==> src/inc/otfs_pkg.sv <==
/*
  Constants for the output terminal function selector: register offsets,
  field positions, reset values, function codes and timing counts.
  Assumes a 10 MHz core clock and a 16-bit register port.
*/
`default_nettype none

package otfs_pkg;
  // ==========================================================================
  // Clock and timing
  localparam int unsigned CLK_HZ        = 10_000_000;
  localparam int unsigned CLK_KHZ       = CLK_HZ / 1000;
  localparam int unsigned PREWARN_S     = 10;
  localparam int unsigned PREWARN_MS    = PREWARN_S * 1000;
  localparam int unsigned STAGE_PULSE_MS = 500;
  localparam int unsigned STAGE_PULSE_CYC = CLK_KHZ * STAGE_PULSE_MS;
  localparam int unsigned TIMING_PULSE_S = 1;
  localparam int unsigned SEC_CYC       = CLK_HZ * TIMING_PULSE_S;

  // ==========================================================================
  // Geometry
  localparam int unsigned N_TERM  = 8;
  localparam int unsigned CODE_W  = 6;
  localparam int unsigned ADDR_W  = 16;
  localparam int unsigned DATA_W  = 16;

  // ==========================================================================
  // Register offsets
  localparam logic [15:0] FUNC_SEL_BASE  = 16'h0000; // Eight words, one per terminal
  localparam logic [15:0] RUN_TIME_THR   = 16'h0010;
  localparam logic [15:0] TIMING_PRESET  = 16'h0011;
  localparam logic [15:0] COUNT_LIMIT    = 16'h0012;
  localparam logic [15:0] COUNT_PRESET   = 16'h0013;
  localparam logic [15:0] AI_WIN_UPPER   = 16'h0014;
  localparam logic [15:0] AI_WIN_LOWER   = 16'h0015;
  localparam logic [15:0] TEMP_THR       = 16'h0016;
  localparam logic [15:0] CTRL           = 16'h0017;
  localparam logic [15:0] IRQ_STATUS     = 16'h0018;
  localparam logic [15:0] IRQ_CLEAR      = 16'h0019;
  localparam logic [15:0] IRQ_ENABLE     = 16'h001A;
  localparam logic [15:0] TERM_STATE     = 16'h001B;
  localparam logic [15:0] COUNT_VALUE    = 16'h001C;
  localparam logic [15:0] RUN_SECONDS    = 16'h001D;
  localparam logic [15:0] COMM_CMD       = 16'h2000;

  // ==========================================================================
  // Fields and reset values
  localparam int unsigned CTRL_PUMP_EN_BIT = 0;
  localparam int unsigned COMM_FIRST_BIT   = 12;
  localparam int unsigned IRQ_W            = 6;
  localparam int unsigned EV_STEP          = 0;
  localparam int unsigned EV_CYCLE         = 1;
  localparam int unsigned EV_TIMING        = 2;
  localparam int unsigned EV_CNT_MAX       = 3;
  localparam int unsigned EV_CNT_PRESET    = 4;
  localparam int unsigned EV_RUN_TIME      = 5;
  localparam logic [15:0] REG_RST          = 16'h0000;
  localparam logic [15:0] LIMIT_RST        = 16'hFFFF;

  // ==========================================================================
  // Function codes
  localparam logic [5:0] F_NONE     = 6'h00;
  localparam logic [5:0] F_PREWARN  = 6'h11;
  localparam logic [5:0] F_ZERO_SPD = 6'h12;
  localparam logic [5:0] F_ACCEL    = 6'h13;
  localparam logic [5:0] F_DECEL    = 6'h14;
  localparam logic [5:0] F_DC_BRAKE = 6'h15;
  localparam logic [5:0] F_STEP     = 6'h16;
  localparam logic [5:0] F_CYCLE    = 6'h17;
  localparam logic [5:0] F_RESERVED = 6'h18;
  localparam logic [5:0] F_RUN_TIME = 6'h19;
  localparam logic [5:0] F_TIMING   = 6'h1A;
  localparam logic [5:0] F_CNT_MAX  = 6'h1B;
  localparam logic [5:0] F_CNT_SET  = 6'h1C;
  localparam logic [5:0] F_AI_WIN   = 6'h1D;
  localparam logic [5:0] F_TEMP     = 6'h1E;
  localparam logic [5:0] F_FAN      = 6'h1F;
  localparam logic [5:0] F_COMM0    = 6'h20;
  localparam logic [5:0] F_PUMP0    = 6'h24;
endpackage

`default_nettype wire

==> src/rtl/otfs_top.sv <==
/*
  Output terminal function selector: eight digital output terminals, each
  following the internal status source chosen by its function code.
  Assumes status inputs are on core_clk except the count clock pin.
*/
// The register offsets and the plain strobed port are this design's own decisions.
`timescale 1ns/1ps
`default_nettype none

// Overview of operation
// - A function code of zero keeps the terminal inactive.
// - Code 17 asserts the terminal from ten seconds before the drive overload trip.
// - Code 18 asserts while running at zero output frequency, never while stopped.
// - Code 22 gives a 500 ms pulse when a sequence program stage ends.
// - Code 23 gives a 500 ms pulse when a full sequence program cycle ends.
// - Code 25 asserts once running time since start exceeds the run-time threshold.
// - Code 26 gives one 1 s pulse when the running time reaches the timing preset.
// - Code 27 pulses one count-clock period when the counter hits its limit, clearing it.
// - Code 28 asserts from the preset count until the counter wraps at its limit.
// - Code 29 asserts while the first analog input is above upper or below lower limit.
// - Code 30 asserts while module temperature is at or above its threshold.
// - Code 31 asserts while the cooling fan runs.
// - Codes 32 to 35 follow bits 12 to 15 of the command word at 0x2000.
// - Codes 36 to 39 give pump one to four start signals when multi-pump is on.
module otfs_top #(
  parameter int unsigned STAGE_PULSE_CYC = otfs_pkg::STAGE_PULSE_CYC,
  parameter int unsigned SEC_CYC         = otfs_pkg::SEC_CYC
) (
  input  wire logic        core_clk,        // Core clock, 10 MHz
  input  wire logic        rst_n,           // Asynchronous reset, active low
  input  wire logic [15:0] addr,            // Register address
  input  wire logic [15:0] wr_data,         // Register write data
  input  wire logic        wr_stb,          // Write strobe
  input  wire logic        rd_stb,          // Read strobe
  output var  logic [15:0] rd_data_q,       // Read data, cycle after rd_stb
  output logic             irq,             // Level interrupt
  input  wire logic        run_active,      // Drive is running
  input  wire logic [15:0] out_freq,        // Output frequency
  input  wire logic        accel_active,    // Frequency rising
  input  wire logic        decel_active,    // Frequency falling
  input  wire logic        dc_brake,        // DC braking applied
  input  wire logic        ovl_active,      // Drive overload integrating
  input  wire logic [15:0] ovl_eta_ms,      // Time left to overload trip, ms
  input  wire logic        sequence_program_step_done,  // Stage end pulse
  input  wire logic        sequence_program_cycle_done, // Cycle end pulse
  input  wire logic        count_clk_pin,   // External count clock pin
  input  wire logic [15:0] first_analog_input, // Analog input value
  input  wire logic [15:0] module_temp,     // Heatsink temperature
  input  wire logic        fan_running,     // Cooling fan on
  input  wire logic [3:0]  pump_start,      // Pump staging requests
  output var  logic [7:0]  term_out_q       // Output terminals, high active
);
  // ==========================================================================
  // Registers
  logic [5:0]  func_q [8];
  logic [5:0]  func_d [8];
  logic [15:0] run_time_threshold_q, run_time_threshold_d;
  logic [15:0] timing_preset_value_q, timing_preset_value_d;
  logic [15:0] counter_limit_setting_q, counter_limit_setting_d;
  logic [15:0] count_preset_q, count_preset_d;
  logic [15:0] analog_window_upper_q, analog_window_upper_d;
  logic [15:0] analog_window_lower_q, analog_window_lower_d;
  logic [15:0] module_temp_threshold_q, module_temp_threshold_d;
  logic        pump_en_q, pump_en_d;
  logic [15:0] comm_q, comm_d;
  logic [5:0]  irq_en_q, irq_en_d;
  logic [5:0]  irq_stat_q, irq_stat_d;
  logic [5:0]  events;
  logic [15:0] rd_data_d;
  logic [15:0] cnt_q, cnt_d;
  logic [15:0] secs_q, secs_d;
  logic [31:0] presc_q, presc_d;

  function automatic logic is_func_addr(input logic [15:0] a);
    return a[15:3] == otfs_pkg::FUNC_SEL_BASE[15:3];
  endfunction

  always_comb
  begin
    for (int i = 0; i < 8; i++)
      func_d[i] = func_q[i];
    run_time_threshold_d    = run_time_threshold_q;
    timing_preset_value_d   = timing_preset_value_q;
    counter_limit_setting_d = counter_limit_setting_q;
    count_preset_d          = count_preset_q;
    analog_window_upper_d   = analog_window_upper_q;
    analog_window_lower_d   = analog_window_lower_q;
    module_temp_threshold_d = module_temp_threshold_q;
    pump_en_d               = pump_en_q;
    comm_d                  = comm_q;
    irq_en_d                = irq_en_q;
    irq_stat_d              = irq_stat_q;
    if (wr_stb)
    begin
      if (is_func_addr(addr))
        func_d[addr[2:0]] = wr_data[5:0];
      unique case (addr)
        otfs_pkg::RUN_TIME_THR:  run_time_threshold_d    = wr_data;
        otfs_pkg::TIMING_PRESET: timing_preset_value_d   = wr_data;
        otfs_pkg::COUNT_LIMIT:   counter_limit_setting_d = wr_data;
        otfs_pkg::COUNT_PRESET:  count_preset_d          = wr_data;
        otfs_pkg::AI_WIN_UPPER:  analog_window_upper_d   = wr_data;
        otfs_pkg::AI_WIN_LOWER:  analog_window_lower_d   = wr_data;
        otfs_pkg::TEMP_THR:      module_temp_threshold_d = wr_data;
        otfs_pkg::CTRL:          pump_en_d = wr_data[otfs_pkg::CTRL_PUMP_EN_BIT];
        otfs_pkg::IRQ_CLEAR:     irq_stat_d = irq_stat_q & ~wr_data[5:0];
        otfs_pkg::IRQ_ENABLE:    irq_en_d = wr_data[5:0];
        otfs_pkg::COMM_CMD:      comm_d = wr_data;
        default:                 ;
      endcase
    end
    // Hardware set wins over a simultaneous clear
    irq_stat_d = irq_stat_d | events;
    rd_data_d  = 16'h0000;
    if (rd_stb)
    begin
      if (is_func_addr(addr))
        rd_data_d = {10'h000, func_q[addr[2:0]]};
      unique case (addr)
        otfs_pkg::RUN_TIME_THR:  rd_data_d = run_time_threshold_q;
        otfs_pkg::TIMING_PRESET: rd_data_d = timing_preset_value_q;
        otfs_pkg::COUNT_LIMIT:   rd_data_d = counter_limit_setting_q;
        otfs_pkg::COUNT_PRESET:  rd_data_d = count_preset_q;
        otfs_pkg::AI_WIN_UPPER:  rd_data_d = analog_window_upper_q;
        otfs_pkg::AI_WIN_LOWER:  rd_data_d = analog_window_lower_q;
        otfs_pkg::TEMP_THR:      rd_data_d = module_temp_threshold_q;
        otfs_pkg::CTRL:          rd_data_d = {15'h0000, pump_en_q};
        otfs_pkg::IRQ_STATUS:    rd_data_d = {10'h000, irq_stat_q};
        otfs_pkg::IRQ_ENABLE:    rd_data_d = {10'h000, irq_en_q};
        otfs_pkg::TERM_STATE:    rd_data_d = {8'h00, term_out_q};
        otfs_pkg::COUNT_VALUE:   rd_data_d = cnt_q;
        otfs_pkg::RUN_SECONDS:   rd_data_d = secs_q;
        otfs_pkg::COMM_CMD:      rd_data_d = comm_q;
        default:                 ;
      endcase
    end
  end

  assign irq = |(irq_stat_q & irq_en_q);

  always_ff @(posedge core_clk or negedge rst_n)
  begin
    if (!rst_n)
    begin
      for (int i = 0; i < 8; i++)
        func_q[i] <= otfs_pkg::F_NONE;
      run_time_threshold_q    <= otfs_pkg::REG_RST;
      timing_preset_value_q   <= otfs_pkg::REG_RST;
      counter_limit_setting_q <= otfs_pkg::LIMIT_RST;
      count_preset_q          <= otfs_pkg::LIMIT_RST;
      analog_window_upper_q   <= otfs_pkg::LIMIT_RST;
      analog_window_lower_q   <= otfs_pkg::REG_RST;
      module_temp_threshold_q <= otfs_pkg::LIMIT_RST;
      pump_en_q               <= 1'b0;
      comm_q                  <= otfs_pkg::REG_RST;
      irq_en_q                <= 6'h00;
      irq_stat_q              <= 6'h00;
      rd_data_q               <= 16'h0000;
    end
    else
    begin
      func_q                  <= func_d;
      run_time_threshold_q    <= run_time_threshold_d;
      timing_preset_value_q   <= timing_preset_value_d;
      counter_limit_setting_q <= counter_limit_setting_d;
      count_preset_q          <= count_preset_d;
      analog_window_upper_q   <= analog_window_upper_d;
      analog_window_lower_q   <= analog_window_lower_d;
      module_temp_threshold_q <= module_temp_threshold_d;
      pump_en_q               <= pump_en_d;
      comm_q                  <= comm_d;
      irq_en_q                <= irq_en_d;
      irq_stat_q              <= irq_stat_d;
      rd_data_q               <= rd_data_d;
    end
  end

  // ==========================================================================
  // External counter
  logic cclk_s1_q, cclk_s2_q, cclk_s3_q;
  logic cnt_max_q, cnt_max_d;
  logic cnt_set_q, cnt_set_d;
  logic cclk_rise;
  logic [15:0] cnt_inc;

  always_comb
  begin
    cclk_rise = cclk_s2_q & ~cclk_s3_q;
    cnt_inc   = cnt_q + 16'h0001;
    cnt_d     = cnt_q;
    cnt_max_d = cnt_max_q;
    cnt_set_d = cnt_set_q;
    if (cclk_rise)
    begin
      cnt_max_d = 1'b0;
      if (cnt_inc >= counter_limit_setting_q)
      begin
        cnt_d     = 16'h0000;
        cnt_max_d = 1'b1;
        cnt_set_d = 1'b0;
      end
      else
      begin
        cnt_d = cnt_inc;
        if (cnt_inc == count_preset_q)
          cnt_set_d = 1'b1;
      end
    end
  end

  // ==========================================================================
  // Running time
  logic        run_q;
  logic        sec_tick;
  logic        run_reached_q, run_reached_d;

  always_comb
  begin
    sec_tick      = run_active && (presc_q == SEC_CYC - 1);
    presc_d       = presc_q;
    secs_d        = secs_q;
    run_reached_d = (secs_q > run_time_threshold_q);
    if (run_active && !run_q)
    begin
      presc_d = 32'h0;
      secs_d  = 16'h0000;
    end
    else if (sec_tick)
    begin
      presc_d = 32'h0;
      if (secs_q != 16'hFFFF)
        secs_d = secs_q + 16'h0001;
    end
    else if (run_active)
      presc_d = presc_q + 32'h1;
  end

  always_ff @(posedge core_clk or negedge rst_n)
  begin
    if (!rst_n)
    begin
      cclk_s1_q     <= 1'b0;
      cclk_s2_q     <= 1'b0;
      cclk_s3_q     <= 1'b0;
      cnt_q         <= 16'h0000;
      cnt_max_q     <= 1'b0;
      cnt_set_q     <= 1'b0;
      run_q         <= 1'b0;
      presc_q       <= 32'h0;
      secs_q        <= 16'h0000;
      run_reached_q <= 1'b0;
    end
    else
    begin
      cclk_s1_q     <= count_clk_pin;
      cclk_s2_q     <= cclk_s1_q;
      cclk_s3_q     <= cclk_s2_q;
      cnt_q         <= cnt_d;
      cnt_max_q     <= cnt_max_d;
      cnt_set_q     <= cnt_set_d;
      run_q         <= run_active;
      presc_q       <= presc_d;
      secs_q        <= secs_d;
      run_reached_q <= run_reached_d;
    end
  end

  // ==========================================================================
  // Pulse sources
  logic [2:0] str_trig;
  logic [2:0] str_out;
  logic       timing_hit;

  assign timing_hit = sec_tick && (secs_q + 16'h0001 == timing_preset_value_q);
  assign str_trig   = {timing_hit, sequence_program_cycle_done, sequence_program_step_done};

  genvar g;
  generate
    for (g = 0; g < 3; g++)
    begin : g_str
      otfs_stretch #(
        .LEN (g == 2 ? SEC_CYC : STAGE_PULSE_CYC)
      ) u_str (
        .core_clk (core_clk),
        .rst_n    (rst_n),
        .trig     (str_trig[g]),
        .pulse_q  (str_out[g])
      );
    end
  endgenerate

  assign events = {run_reached_d & ~run_reached_q, cnt_set_d & ~cnt_set_q,
                   cnt_max_d & ~cnt_max_q, str_trig};

  // ==========================================================================
  // Source selection
  logic [63:0] src;
  logic [7:0]  term_out_d;

  function automatic logic pick(input logic [5:0] code, input logic [63:0] s);
    return s[code];
  endfunction

  always_comb
  begin
    src = 64'h0;
    src[otfs_pkg::F_PREWARN]  = ovl_active && (ovl_eta_ms <= otfs_pkg::PREWARN_MS);
    src[otfs_pkg::F_ZERO_SPD] = run_active && (out_freq == 16'h0000);
    src[otfs_pkg::F_ACCEL]    = accel_active;
    src[otfs_pkg::F_DECEL]    = decel_active;
    src[otfs_pkg::F_DC_BRAKE] = dc_brake;
    src[otfs_pkg::F_STEP]     = str_out[0];
    src[otfs_pkg::F_CYCLE]    = str_out[1];
    src[otfs_pkg::F_RUN_TIME] = run_reached_q;
    src[otfs_pkg::F_TIMING]   = str_out[2];
    src[otfs_pkg::F_CNT_MAX]  = cnt_max_q;
    src[otfs_pkg::F_CNT_SET]  = cnt_set_q;
    src[otfs_pkg::F_AI_WIN]   = (first_analog_input > analog_window_upper_q) ||
                                (first_analog_input < analog_window_lower_q);
    src[otfs_pkg::F_TEMP]     = module_temp >= module_temp_threshold_q;
    src[otfs_pkg::F_FAN]      = fan_running;
    for (int b = 0; b < 4; b++)
    begin
      src[otfs_pkg::F_COMM0 + b] = comm_q[otfs_pkg::COMM_FIRST_BIT + b];
      src[otfs_pkg::F_PUMP0 + b] = pump_en_q && pump_start[b];
    end
    for (int i = 0; i < 8; i++)
      term_out_d[i] = pick(func_q[i], src);
  end

  always_ff @(posedge core_clk or negedge rst_n)
  begin
    if (!rst_n)
      term_out_q <= 8'h00;
    else
      term_out_q <= term_out_d;
  end
endmodule // otfs_top

`default_nettype wire

==> src/rtl/otfs_stretch.sv <==
/*
  Pulse stretcher: a one-cycle trigger gives an output held high for LEN
  clock cycles; a new trigger restarts the count.
  Assumes the trigger is on core_clk.
*/
`timescale 1ns/1ps
`default_nettype none

module otfs_stretch #(
  parameter int unsigned LEN = 16
) (
  input  wire logic core_clk,  // Core clock
  input  wire logic rst_n,     // Asynchronous reset, active low
  input  wire logic trig,      // One-cycle trigger
  output var  logic pulse_q    // Stretched pulse
);
  logic [31:0] cnt_q;
  logic [31:0] cnt_d;
  logic        pulse_d;

  always_comb
  begin
    cnt_d = cnt_q;
    if (trig)
      cnt_d = LEN;
    else if (cnt_q != 32'h0)
      cnt_d = cnt_q - 32'h1;
    pulse_d = (cnt_d != 32'h0);
  end

  always_ff @(posedge core_clk or negedge rst_n)
  begin
    if (!rst_n)
    begin
      cnt_q   <= 32'h0;
      pulse_q <= 1'b0;
    end
    else
    begin
      cnt_q   <= cnt_d;
      pulse_q <= pulse_d;
    end
  end
endmodule // otfs_stretch

`default_nettype wire

==> config.mk <==
export PLATFORM = sky130hd
export DESIGN_NAME = otfs_top
export DESIGN_NICKNAME = d
export VERILOG_FILES = /design/src/inc/otfs_pkg.sv /design/src/rtl/otfs_top.sv /design/src/rtl/otfs_stretch.sv
export SDC_FILE = /design/constraint.sdc
export NUM_CORES = 1
export LEC_CHECK = 0
export BUFFER_PORTS_ARGS = -buffer_cell sky130_fd_sc_hd__buf_2
export CORE_MARGIN = 2
export CORE_UTILIZATION = 40
export DETAILED_ROUTE_END_ITERATION = 8
export PLACE_DENSITY_LB_ADDON = 0.08
export SLEW_MARGIN = 5
export SYNTH_ARGS = -nofsm -noshare
export SYNTH_HDL_FRONTEND = slang
export SYNTH_HIERARCHICAL = 1
export SYNTH_SLANG_ARGS = --single-unit
==> constraint.sdc <==
create_clock -name core_clk -period 3.8 [get_ports core_clk]
set_input_delay 0.38 -clock core_clk [delete_from_list [all_inputs] [get_ports core_clk]]
set_output_delay 0.38 -clock core_clk [all_outputs]
set_load 0.1 [all_outputs]
* Word-level counts from Yosys, hierarchy flattened *
Cells that the tools add are included.

cells by class
  $add $sub $neg = 6
  order comparisons = 16
  equal/unequal tests = 19
  multiplexer cells = 45
  bitwise gates (word level) = 13
  reduce and logical (&&, ||, !) cells = 36

operator list
  operator                 count
  $mux W32                 9
  $eq A16 B5 Y1 const B    14
  $pmux W16 S14            1
  $reduce_bool A32 Y1      6
  $sub A32 B1 Y32 const B  3
  $mux W16                 5
  $lt A6 B7 Y1 const B     8
  $bmux W1 S6              8
  $bwmux W48               1
  $mux W6                  6
  $add A16 B1 Y16 const B  2
  $add A32 B1 Y32 const B  1
  $eq A16 B16 Y1           2
  $eq A32 B24 Y1 const B   1
  $ge A16 B16 Y1           2
  $gt A16 B16 Y1           2
  $reduce_and A2 Y1        12
  $bmux W6 S3              1
  $demux W6 S3             1
  $eq A16 B14 Y1 const B   1
  $le A16 B14 Y1 const B   1
  $logic_not A16 Y1        1
  $lt A16 B16 Y1           1
  $ne A16 B16 Y1 const B   1
  other kinds (16)         45

word-level totals
  bits in registers = 383
  word-level logic and storage cells = 172

* Longest topological paths before layout *
Gate-level depths: netlist of run 1.

  word-level depth = 7
  mapped depth = 16

* Modules after synthesis *
The synthesis of run 1 kept the hierarchy.

by module, submodules not included
  module                             instances  cells each  area an instance (um2)  sequential area each (um2)
  otfs_top                           1          1714        17902.2                 7186.9
  otfs_stretch (g_str[0].u_str ...)  2          227         2048.2                  825.8
  otfs_stretch (g_str[2].u_str)      1          206         1931.9                  825.8

* Worst setup path after synthesis of run 1 *
No wires, ideal clock.

  path kind = register to register
  from = reg secs_q[1]
  to = reg g_str[2].u_str.cnt_q[11]
  setup time = 0.132 ns
  arrival time = 3.227 ns
  data required time = 3.668 ns
  setup slack = 0.441 ns
  cell stages (with the launch flop) = 13
  path buffers = 4
  cell sequence = dfrtp_1 ha_1 xor2_1 a211oi_1 o21ai_0 or4_1 nor4_1 and4b_1 clkbuf_1 clkbuf_1 clkbuf_1 clkbuf_1 nor2_1

between the ends
  word-level cells in the longest chain between the ends = 4

ends and longest elaborated chain
  item                                RTL line            source
  start: declaration                  otfs_top.sv:71      logic [15:0] secs_q, secs_d;
  start signal: assignment            otfs_top.sv:263     secs_q <= secs_d;
  $add A16 B1 Y16                     otfs_top.sv:274     assign timing_hit = sec_tick && (secs_q + 16'h0001 == timing_preset_value_q);
  $eq A16 B16 Y1                      otfs_top.sv:274
  $logic_and A1 B1 Y1                 otfs_top.sv:274
  named net timing_hit                otfs_top.sv:272     logic timing_hit;
  $mux W32                            otfs_stretch.sv:24  if (trig)
  named net g_str[2].u_str.cnt_d[11]  otfs_stretch.sv:18  logic [31:0] cnt_d;
  end signal: assignment              otfs_stretch.sv:40  cnt_q <= cnt_d;
  end: declaration                    otfs_stretch.sv:17  logic [31:0] cnt_q;

The timed path passes the listed nets, and every way through them passes these cells.
A chain may end at the register's enable or synchronous reset.

==> impl_metrics.py, run 1 <==
metrics = {
    "critical_path": {
        "crit_fanout": 13,
        "cpPeakStageDelay_ns": 0.45,
        "cp_cell_sequence": "ha_1, and3_1, nand3_2, xnor2_1, ha_1, and4_1, a221oi_1, o311ai_0, a21o_1, or2_2, o41ai_1",
        "worst-endpoint-required_ns": 4.26,
        "worstPathArrival_ns": 4.00,
        "cp-start-kind": "register",
        "cp_slowest_cell": "dfrtp_1",
        "critPathKind": "register to register",
        "cp_num_buf_inv": 0,
        "rr_worst_depth": 11,
        "cpMostUsedCell": "ha_1",
        "crit_cells": 11,
        "endpoint_kind": "register",
        "critical-path-top-delay-family": "compound AO/OA/AOI/OAI gates",
    },
    "run_status": {
        "outcome": "complete, but fails checks",
        "violations": "design-rule violations",
    },
    "yosys": {
        "ys_seq_area_share_pct": 40.4,
        "ys_types": 93,
        "synthCells": 2374,
        "ys.flop_type": "dfrtp_1",
        "async_reset_ff_share_pct": 100,
        "synthTopCellsByArea": "dfrtp_1 (33%), mux2_2 (9.2%), dfstp_2 (7.0%)",
        "synth_fp_nets": 2575,
        "synth_area_um2": 23900,
        "ys_ff_latch": 383,
        "synth-edff-count": 0,
        "syn_avg_cell_area_um2": 10.1,
        "synth_area_leader_cell": "dfrtp_1",
        "yosysWarningCount": 6,
        "synth_top_area_share_pct": 33.4,
    },
    "clock_network": {
        "clockBufferDepth": 3,
        "clkSinkCount": 383,
        "cts_tree": "yes",
        "clk_latency_ns": 0.59,
        "post_cts_buffers": 0,
        "ctsHtreeMaxLevel": 2,
        "cts-root-buf": "clkbuf_16",
        "clk_pin_slew_worst_paths_ns": 0.06,
        "cts_buffers": 47,
    },
    "global_route": {
        "grt_use_total_pct": 25.5,
        "met2_usage_pct": 41.0,
        "grt_pass1_wl_um": 122000,
        "use_met3_pct": 4.29,
        "antenna_found_initial": 4,
        "grt_busiest_layer": "met2",
        "grt_pass1_vias": 19733,
        "globalRouteMet1Util_pct": 34.9,
        "grt_max_degree": 115,
        "gr-total-overflow": 0,
    },
    "die": {
        "die-area_um2": 61800,
        "start_util_pct": 40.5,
        "die_w_um": 249,
        "core_um2": 59100,
        "boundaryPins": 138,
        "die_y_um": 249,
        "rows": 89,
    },
    "drt": {
        "final_antenna_net_count": 0,
        "first_iter_violations": 1830,
        "drt-pass1-iter-count": 8,
        "viasPerCell": 6.00,
        "routed_wl_um": 79800,
        "remaining_drc_errors": 9,
        "vias": 19931,
        "wl_per_cell_um": 24.0,
    },
    "power": {
        "leakagePower_nw": 11.2,
        "ir_worst_vdd_mv": 0.254,
        "power.density_nw_per_um2": 354,
    },
    "timing": {
        "period_share_pct": 93.2,
        "slew_viol_final": 0,
        "relSlewSlack_pct": 28.7,
        "fin_setup_tns_ns": 0,
        "rsz0062_at_grt": "false",
        "clock.fmax_ghz": 0.282,
        "worst_slew_pin_slew_ns": 1.07,
        "skew_ns": 0.0203,
        "layout_min_cycle_time_ns": 3.54,
        "setup_violations": 0,
        "final-hold-violation-count": 0,
    },
    "placed_design": {
        "dp.cells": 3235,
        "gp_congestion": 0.909,
        "hpwl_um": 58900,
        "io_buffers": 137,
    },
    "final_layout": {
        "drive_gt1_share_pct": 26.2,
        "stdcell_count": 3324,
        "nets": 2714,
        "final_cell_mix": "dfrtp_1 (317), nor2_1 (200), mux2_2 (195), nand2_1 (167), buf_2 (136)",
        "utilization_pct": 46.1,
        "layout_commonest_cell": "dfrtp_1",
        "area_growth_pct": 14.0,
    },
    "hold_path": {
        "hp-class": "input port to register",
        "whs_path_depth": 1,
    },
    "run": {
        "maxCapViolCount": 0,
    },
}
final timing paths:
path	from	end	slack, ns
setup / recovery	cnt_q[1]	cnt_q[5]	0.26
hold / removal	run_active	run_q	0.07
setup reg to reg	cnt_q[1]	cnt_q[5]	0.26
hold reg to reg	cclk_s1_q	cclk_s2_q	0.35
max in group asynchronous	rst_n	g_str[1].u_str/cnt_q[31]	2.20
min in group asynchronous	rst_n	analog_window_lower_q[10]	0.46
power by group:
group	leakage (nW)	switching (mW)	internal, mW
logic	5.57	0.432	0.234
registers	4.84	0.0734	4.13
clock network	0.796	1.87	2.92
total	11.2	2.37	7.28
worst register-to-register path: cells and delay by family (launching register included):
family / cells / cell delay, ns
adders and majority gates: 2 / 0.60
AOI/OAI and AO/OA: 4 / 1.12
xor gates and xnor gates: 1 / 0.20
and+or+nand+nor: 4 / 1.05
DFF: 1 / 0.45
cells in the mapped netlist, types with 54 or more instances:
master and number:
nand2_1 167, nor2_1 201, a21oi_1 72, dfrtp_1 319
xnor2_1 78, xor2_1 55, inv_1 108, ha_1 88
mux2_2 195, nor4_1 61, dfstp_2 64, nor3_1 54
o21ai_0 74, nand3_1 57, clkbuf_1 75
through the flow:
step           power, mW  area (um^2)  hold slack (ns)  setup WS [ns]
2_1_floorplan       4.60        23900           0.0844          0.441
3_3_place_gp        4.92        25600            0.341          0.306
3_5_place_dp        4.94        25600            0.338          0.213
4_1_cts             9.78        27300           0.0359          0.193
5_1_grt             10.0        27300           0.0661         0.0134
6_report            9.65        27300           0.0748          0.257
state kept, by name, indices dropped and copies added, names as in the netlist, 3 cells and up:
register and cells:
g_str.u_str/cnt_q 96, func_q 48, presc_q 32, analog_window_lower_q 16, analog_window_upper_q 16, cnt_q 16, comm_q 16, count_preset_q 16
counter_limit_setting_q 16, module_temp_threshold_q 16, rd_data_q 16, run_time_threshold_q 16, secs_q 16, timing_preset_value_q 16, term_out_q 8, irq_en_q 6
irq_stat_q 6, g_str.u_str/pulse_q 3
final cells by class:
type / count / area, um^2
Fill cell: 5644 / 31900
Multi-Input combinational cell: 1758 / 13300
Sequential cell: 383 / 9670
Clock buffer: 64 / 1320
Timing Repair Buffer: 215 / 1310
Tap cell: 773 / 967
Inverter: 108 / 405
Clock inverter: 22 / 312
Antenna cell: 1 / 2.50
routing by layer:
layer / part of all wire, % / wire, um
met3: 6.0 / 4780
met1: 44 / 35300
met4: 3.2 / 2570
met2: 47 / 37100
met5: 0.034 / 27
logic make-up after synthesis:
family	Yosys count	synth area share (%)
and+or+nand+nor	847	19.5
AOI/OAI and AO/OA	445	13.3
DFF	383	40.4
muxes	244	13.1
buffers and inverters	233	4.14
xor gates and xnor gates	134	4.94
adders and majority gates	88	4.60
what timing repair did:
item / in CTS / in global routing
resized for setup: 0 / 4
hold buffers: 2 / 0
setup endpoints to repair: 0 / 4
endpoints found under the hold margin: 77 / 0
No activity file was read; power rests on OpenSTA's default activity.
==> run 2: changes to the inputs <==
--- a/config.mk
+++ b/config.mk
@@ -5,8 +5,9 @@
 export SDC_FILE = /design/constraint.sdc
 export NUM_CORES = 1
 export LEC_CHECK = 0
+export ABC_AREA = 1
 export BUFFER_PORTS_ARGS = -buffer_cell sky130_fd_sc_hd__buf_2
-export CORE_MARGIN = 2
+export CORE_MARGIN = 4
 export CORE_UTILIZATION = 40
 export DETAILED_ROUTE_END_ITERATION = 8
 export PLACE_DENSITY_LB_ADDON = 0.08
==> impl_metrics.py, run 2 <==
metrics = {
    "yosys": {
        "ys_ff_latch": 383,
        "ys.flop_type": "dfrtp_1",
        "async_reset_ff_share_pct": 100,
        "ys_seq_area_share_pct": 38.4,
        "yosysWarningCount": 6,
        "synth-edff-count": 0,
        "synth_fp_nets": 3722,
        "syn_avg_cell_area_um2": 7.16,
        "ys_types": 66,
        "yosys-top-cells-count": "nand2_1 (879), inv_1 (432), nor2_1 (349)",
        "synth_area_um2": 25200,
        "synthCells": 3521,
        "synthTopCellsByArea": "dfrtp_1 (32%), nand2_1 (13%), dfstp_2 (6.7%)",
        "yosysMostFrequentCell": "nand2_1",
        "synth_area_leader_cell": "dfrtp_1",
        "synth_top_area_share_pct": 31.7,
    },
    "drt": {
        "remaining_drc_errors": 0,
        "viasPerCell": 5.40,
        "routed_wl_um": 86500,
        "vias": 24220,
        "first_iter_violations": 2170,
        "final_antenna_net_count": 0,
        "wl_per_cell_um": 19.3,
        "drt-pass1-iter-count": 5,
    },
    "final_layout": {
        "largest_register_ffs": 96,
        "nets": 3816,
        "drive_gt1_share_pct": 12.6,
        "top_regs": "g_str.u_str/cnt_q x96, func_q x48, presc_q x32",
        "area_growth_pct": 11.9,
        "final_cell_area_um2": 28200,
        "layout_commonest_cell": "nand2_1",
        "final_cell_mix": "nand2_1 (879), inv_1 (432), nor2_1 (348), o21ai_0 (331), dfrtp_1 (319)",
        "n_fill_cell": 6386,
        "diodes": 0,
        "max_flop_register": "g_str.u_str/cnt_q",
    },
    "power": {
        "power.density_nw_per_um2": 354,
        "power_mw": 9.98,
        "ir_worst_vdd_mv": 0.269,
        "leakagePower_nw": 13.0,
    },
    "global_route": {
        "grt_pass1_vias": 23269,
        "antenna_found_initial": 1,
        "grt_max_degree": 107,
        "grt_pass1_wl_um": 135000,
        "gr-total-overflow": 0,
        "grt_use_total_pct": 25.4,
    },
    "clock_network": {
        "clk_latency_ns": 0.59,
        "clkSinkCount": 383,
        "cts-root-buf": "clkbuf_16",
        "cts_tree": "yes",
        "clk_pin_slew_worst_paths_ns": 0.07,
        "clockBufferDepth": 3,
        "ctsHtreeMaxLevel": 2,
        "cts_buffers": 46,
    },
    "placed_design": {
        "hpwl_um": 64900,
        "postPlaceCellArea_um2": 26600,
        "io_buffers": 137,
        "dpl_worst_slack_ns": 0.553,
        "gp_congestion": 0.938,
    },
    "die": {
        "start_util_pct": 40.6,
        "rows": 91,
        "core_um2": 62100,
        "boundaryPins": 138,
        "die_y_um": 259,
        "die_w_um": 259,
        "die-area_um2": 67100,
    },
    "critical_path": {
        "worstPathArrival_ns": 3.80,
        "worst-endpoint-required_ns": 4.30,
        "endpoint_kind": "register",
        "cp-start-kind": "register",
        "rr_worst_depth": 14,
        "crit_fanout": 12,
        "critPathKind": "register to register",
        "r2r_end": "cnt_q[6]",
        "rr_startpoint": "cnt_q[0]",
        "reg2reg_slack_ns": 0.50,
    },
    "timing": {
        "slew_viol_final": 0,
        "clock.fmax_ghz": 0.303,
        "fin_ws_ns": 0.501,
        "skew_ns": 0.0233,
        "relSlewSlack_pct": 28.4,
        "fin_setup_tns_ns": 0,
        "layout_min_cycle_time_ns": 3.30,
        "setup_violations": 0,
        "worst_slew_pin_slew_ns": 1.06,
        "final-hold-violation-count": 0,
        "rsz0062_at_grt": "false",
        "period_share_pct": 86.8,
    },
    "hold_path": {
        "min-delay-start": "wr_data[3]",
        "whs_path_depth": 3,
        "min_to": "func_q[3]",
        "hp-class": "input port to register",
    },
    "run": {
        "maxCapViolCount": 0,
    },
    "run_status": {
        "outcome": "complete, no violations",
    },
}
run 2: worst max-delay path by stage:
stage	from	slack [ns]	cells past startpoint	to
5_1_grt	secs_q[1]	0.28	19	g_str[2].u_str/pulse_q
6_report	cnt_q[0]	0.50	14	cnt_q[6]
4_1_cts	cnt_q[0]	0.55	14	cnt_q[6]
2_1_floorplan	secs_q[1]	1.19	16	g_str[2].u_str/pulse_q
3_3_place_gp	secs_q[1]	0.63	19	g_str[2].u_str/pulse_q
3_5_place_dp	cnt_q[0]	0.55	14	cnt_q[6]
run 2: worst max-delay path, stage by stage (launching register included):
cell     delay (ns)
dfrtp_1        0.42
ha_1           0.21
nand3_1        0.14
nor2_2         0.28
nand2_2        0.14
xor2_1         0.26
ha_1           0.30
nand4_1        0.13
inv_1          0.05
a21oi_1        0.21
o31ai_1        0.11
nor2_1         0.43
buf_4          0.31
nand3_1        0.09
o21ai_0        0.10
run 2: layer usage:
| layer | GRT usage [%] | part of all wire, % | up-vias |
|---|---|---|---|
| li1 | - | - | 11735 |
| met1 | 36.3 | 46 | 11531 |
| met2 | 40.9 | 45 | 792 |
| met3 | 2.64 | 6.4 | 160 |
| met4 | 7.68 | 3.0 | 2 |
| met5 | 0 | 0.012 | - |
run 2: cell families after synthesis:
group	synth area share (%)
AO/OA/AOI/OAI	14.5
XOR/XNOR	2.22
adder cells (fa/ha/maj)	4.37
buffers and inverters	9.31
flip-flops	38.4
AND/OR/NAND/NOR	31.2
run 2: where the power goes:
part | internal (mW) | switching, mW | total, mW
combinational | 0.327 | 0.708 | 1.03
clock | 2.80 | 1.86 | 4.66
sequential | 4.16 | 0.130 | 4.29
total | 7.28 | 2.70 | 9.98
run 2: timing repair:
item / CTS / global route
buffers inserted: 0 / 0
hold buffers: 3 / 0
resized for setup: 0 / 0
hold endpoints to repair: 51 / 0
run 2: layout make-up:
type | count | area, um^2 | share of cell area (%)
Clock buffer | 68 | 1390 | 4.91
Clock inverter | 17 | 206 | 0.732
Inverter | 465 | 1750 | 6.20
Multi-Input combinational cell | 2555 | 13200 | 46.8
Sequential cell | 383 | 9660 | 34.3
Tap cell | 837 | 1050 | 3.72
Timing Repair Buffer | 164 | 943 | 3.35
run 2: metrics by stage:
step                hold WS [ns]  util [%]  instances
CTS                       0.0112      45.4       4489
global route              0.0645      45.4       4489
finish                    0.0338      45.4       4489
detailed placement         0.339      42.8       4401
global placement           0.335      42.8       4401
floorplan                 0.0844         -       3521
==> run 3: changes to the inputs <==
--- a/config.mk
+++ b/config.mk
@@ -10,9 +10,9 @@
 export CORE_MARGIN = 4
 export CORE_UTILIZATION = 40
 export DETAILED_ROUTE_END_ITERATION = 8
+export GPL_ROUTABILITY_DRIVEN = 0
 export PLACE_DENSITY_LB_ADDON = 0.08
 export SLEW_MARGIN = 5
 export SYNTH_ARGS = -nofsm -noshare
 export SYNTH_HDL_FRONTEND = slang
-export SYNTH_HIERARCHICAL = 1
 export SYNTH_SLANG_ARGS = --single-unit
==> impl_metrics.py, run 3 <==
metrics = {
    "critical_path": {
        "worstPathArrival_ns": 3.64,
        "endpoint_kind": "register",
        "r2r_end": "cnt_q[5]",
        "rr_worst_depth": 17,
        "cp-start-kind": "register",
        "crit_fanout": 12,
        "rr_startpoint": "cnt_q[0]",
        "cp_slowest_cell": "dfrtp_1",
        "worst-endpoint-required_ns": 4.25,
        "cp_num_buf_inv": 3,
        "cp_cell_sequence": "ha_1, nand2_1, nor2_1, nand3_1, nor2_1, nand2_1, nand2_1, inv_1, ha_1, nand4_1, nor2_1, nand3_1, nand3_1, clkinv_1, buf_4, nand3_1, o21ai_0",
        "cpPeakStageDelay_ns": 0.43,
        "critical-path-top-delay-family": "simple AND/OR/NAND/NOR gates",
        "critPathKind": "register to register",
        "cpMostUsedCell": "nand3_1",
        "reg2reg_slack_ns": 0.61,
    },
    "drt": {
        "vias": 24217,
        "top_layer": "met5",
        "final_antenna_net_count": 0,
        "drt-pass1-iter-count": 6,
        "routed_wl_um": 86700,
        "viasPerCell": 5.53,
        "remaining_drc_errors": 0,
        "first_iter_violations": 2223,
        "dr_wl_met3_um": 5880,
        "wl_per_cell_um": 19.8,
        "wl_met2_um": 39800,
        "met1Wirelength_um": 38300,
    },
    "timing": {
        "fin_setup_tns_ns": 0,
        "final-hold-violation-count": 0,
        "slew_viol_final": 0,
        "clock.fmax_ghz": 0.314,
        "worst_slew_pin_slew_ns": 1.18,
        "layout_min_cycle_time_ns": 3.19,
        "skew_ns": 0.0359,
        "setup_violations": 0,
        "rsz0062_at_grt": "false",
        "period_share_pct": 83.8,
        "fin_ws_ns": 0.615,
        "relSlewSlack_pct": 21.1,
    },
    "hold_path": {
        "min-delay-start": "rd_stb",
        "min_to": "rd_data_q[3]",
        "hp-class": "input port to register",
        "whs_path_depth": 3,
    },
    "die": {
        "start_util_pct": 40.4,
        "die_w_um": 255,
        "die_y_um": 255,
        "die-area_um2": 65000,
        "boundaryPins": 138,
        "core_um2": 60400,
        "rows": 90,
    },
    "clock_network": {
        "cts_tree": "yes",
        "cts-root-buf": "clkbuf_16",
        "clockBufferDepth": 3,
        "clk_pin_slew_worst_paths_ns": 0.06,
        "clk_latency_ns": 0.61,
        "clkSinkCount": 383,
        "cts_buffers": 48,
        "ctsHtreeMaxLevel": 2,
    },
    "final_layout": {
        "nets": 3754,
        "largest_register_ffs": 96,
        "stdcell_count": 4377,
        "max_flop_register": "g_str.u_str.cnt_q",
        "layout_commonest_cell": "nand2_1",
        "final_cell_area_um2": 27500,
        "top_regs": "g_str.u_str.cnt_q x96, func_q x48, presc_q x32",
        "final_cell_mix": "nand2_1 (828), inv_1 (417), nor2_1 (403), o21ai_0 (356), dfrtp_1 (319)",
        "area_growth_pct": 12.9,
        "drive_gt1_share_pct": 10.4,
    },
    "global_route": {
        "grt_use_total_pct": 26.1,
        "antenna_found_initial": 1,
        "gr-total-overflow": 0,
        "grt_pass1_wl_um": 133000,
        "grt_max_degree": 95,
        "grt_pass1_vias": 22966,
    },
    "yosys": {
        "synth_fp_nets": 3643,
        "ys_ff_latch": 383,
        "ys_types": 56,
        "synth_compound_area_share_pct": 15.8,
        "synth_top_area_share_pct": 32.7,
        "syn_avg_cell_area_um2": 7.08,
        "synth_area_leader_cell": "dfrtp_1",
        "synth_simple_gate_area_share_pct": 28.6,
        "synthTopCellsByArea": "dfrtp_1 (33%), nand2_1 (13%), o21ai_0 (7.3%)",
        "ys_seq_area_share_pct": 39.6,
        "yosysMostFrequentCell": "nand2_1",
        "muxShareOfSynthArea_pct": 0,
        "synthCells": 3442,
        "synth-edff-count": 0,
        "async_reset_ff_share_pct": 100,
        "synthAdderAreaFrac_pct": 4.52,
        "yosys-top-cells-count": "nand2_1 (828), inv_1 (417), nor2_1 (404)",
        "synth_area_um2": 24400,
        "synth-xor-area-share_pct": 2.91,
        "synth_top_family_by_area": "simple AND/OR/NAND/NOR gates",
        "ys.flop_type": "dfrtp_1",
        "yosysWarningCount": 0,
    },
    "run_status": {
        "outcome": "complete, no violations",
    },
    "placed_design": {
        "dpl_worst_slack_ns": 0.593,
        "postPlaceCellArea_um2": 25900,
        "io_buffers": 137,
        "dp.cells": 4283,
        "hpwl_um": 64200,
    },
    "power": {
        "power.density_nw_per_um2": 347,
        "leakagePower_nw": 12.2,
        "ir_worst_vdd_mv": 0.361,
    },
    "run": {
        "maxCapViolCount": 0,
    },
}
## run 3: cell count changes after synthesis, moves of 16 or more
| cell | before | now |
|---|---|---|
| nor2_1 | 349 | 404 |
| nand2_2 | 28 | 7 |
| o21ai_0 | 331 | 356 |
| nor2_4 | 27 | 9 |
| nor3_1 | 45 | 66 |
| xnor2_1 | 19 | 36 |
| nand2_1 | 879 | 828 |
| o21ai_1 | 37 | 15 |
| o22ai_1 | 70 | 86 |
## run 3: final cells by class
class / instances / area [um^2]
sequential: 383 / 9660
fill: 6207 / 32800
multi-input combinational: 2516 / 12600
clock buffer: 70 / 1430
timing repair buffer: 169 / 991
antenna: 2 / 5.00
tap: 782 / 978
inverter: 435 / 1630
clock inverter: 20 / 180
## run 3: power by group
part           leakage [nW]  switching, mW  total [mW]  internal (mW)
combinational          6.62          0.496       0.693          0.197
sequential             4.83         0.0517        4.17           4.12
clock                 0.779           1.93        4.67           2.75
## run 3: how the worst max path moves through the flow
stage | start | end | slack (ns) | cells past startpoint
floorplan | cnt_q[0] | cnt_q[10] | 1.15 | 17
global placement | addr[12] | rd_data_q[8] | 0.60 | 10
detailed placement | addr[2] | rd_data_q[9] | 0.59 | 10
CTS | cnt_q[0] | cnt_q[3] | 0.64 | 17
global route | cnt_q[0] | cnt_q[3] | 0.32 | 17
finish | cnt_q[0] | cnt_q[5] | 0.61 | 17
## run 3: per-layer routing
metal	up-vias	GRT usage, %
met2	898	42.6
met1	11580	36.7
met5	-	0
li1	11584	-
met4	2	8.04
met3	153	3.18
## run 3: kinds of logic (layout without fill, tap and decap cells)
kind of cell    Yosys count  in the layout
flops                   383            383
simple gates           1649           1649
other cells               0              2
fa+ha+maj                88             88
xor+xnor                 81             81
buf+inv                 543            694
compound gates          698            698
## run 3: timing repair
action | in CTS | in global routing
resized for setup | 0 | 0
endpoints found under the hold margin | 70 | 0
hold buffers | 2 | 0
setup buffers | 0 | 0
## run 3: per-stage QoR
stage / utilization (%) / hold slack (ns) / total power [mW]
2_1_floorplan: - / 0.0844 / 4.59
3_3_place_gp: 42.9 / 0.367 / 4.92
3_5_place_dp: 42.9 / 0.368 / 4.93
4_1_cts: 45.6 / 0.0396 / 9.66
5_1_grt: 45.6 / 0.0750 / 9.89
6_report: 45.6 / 0.0813 / 9.54
## run 3: worst register-to-register path, stage by stage, from the launching register on
cell	delay (ns)
dfrtp_1	0.43
ha_1	0.19
nand2_1	0.08
nor2_1	0.27
nand3_1	0.24
nor2_1	0.16
nand2_1	0.06
nand2_1	0.09
inv_1	0.08
ha_1	0.30
nand4_1	0.12
nor2_1	0.18
nand3_1	0.09
nand3_1	0.12
clkinv_1	0.20
buf_4	0.26
nand3_1	0.08
o21ai_0	0.08
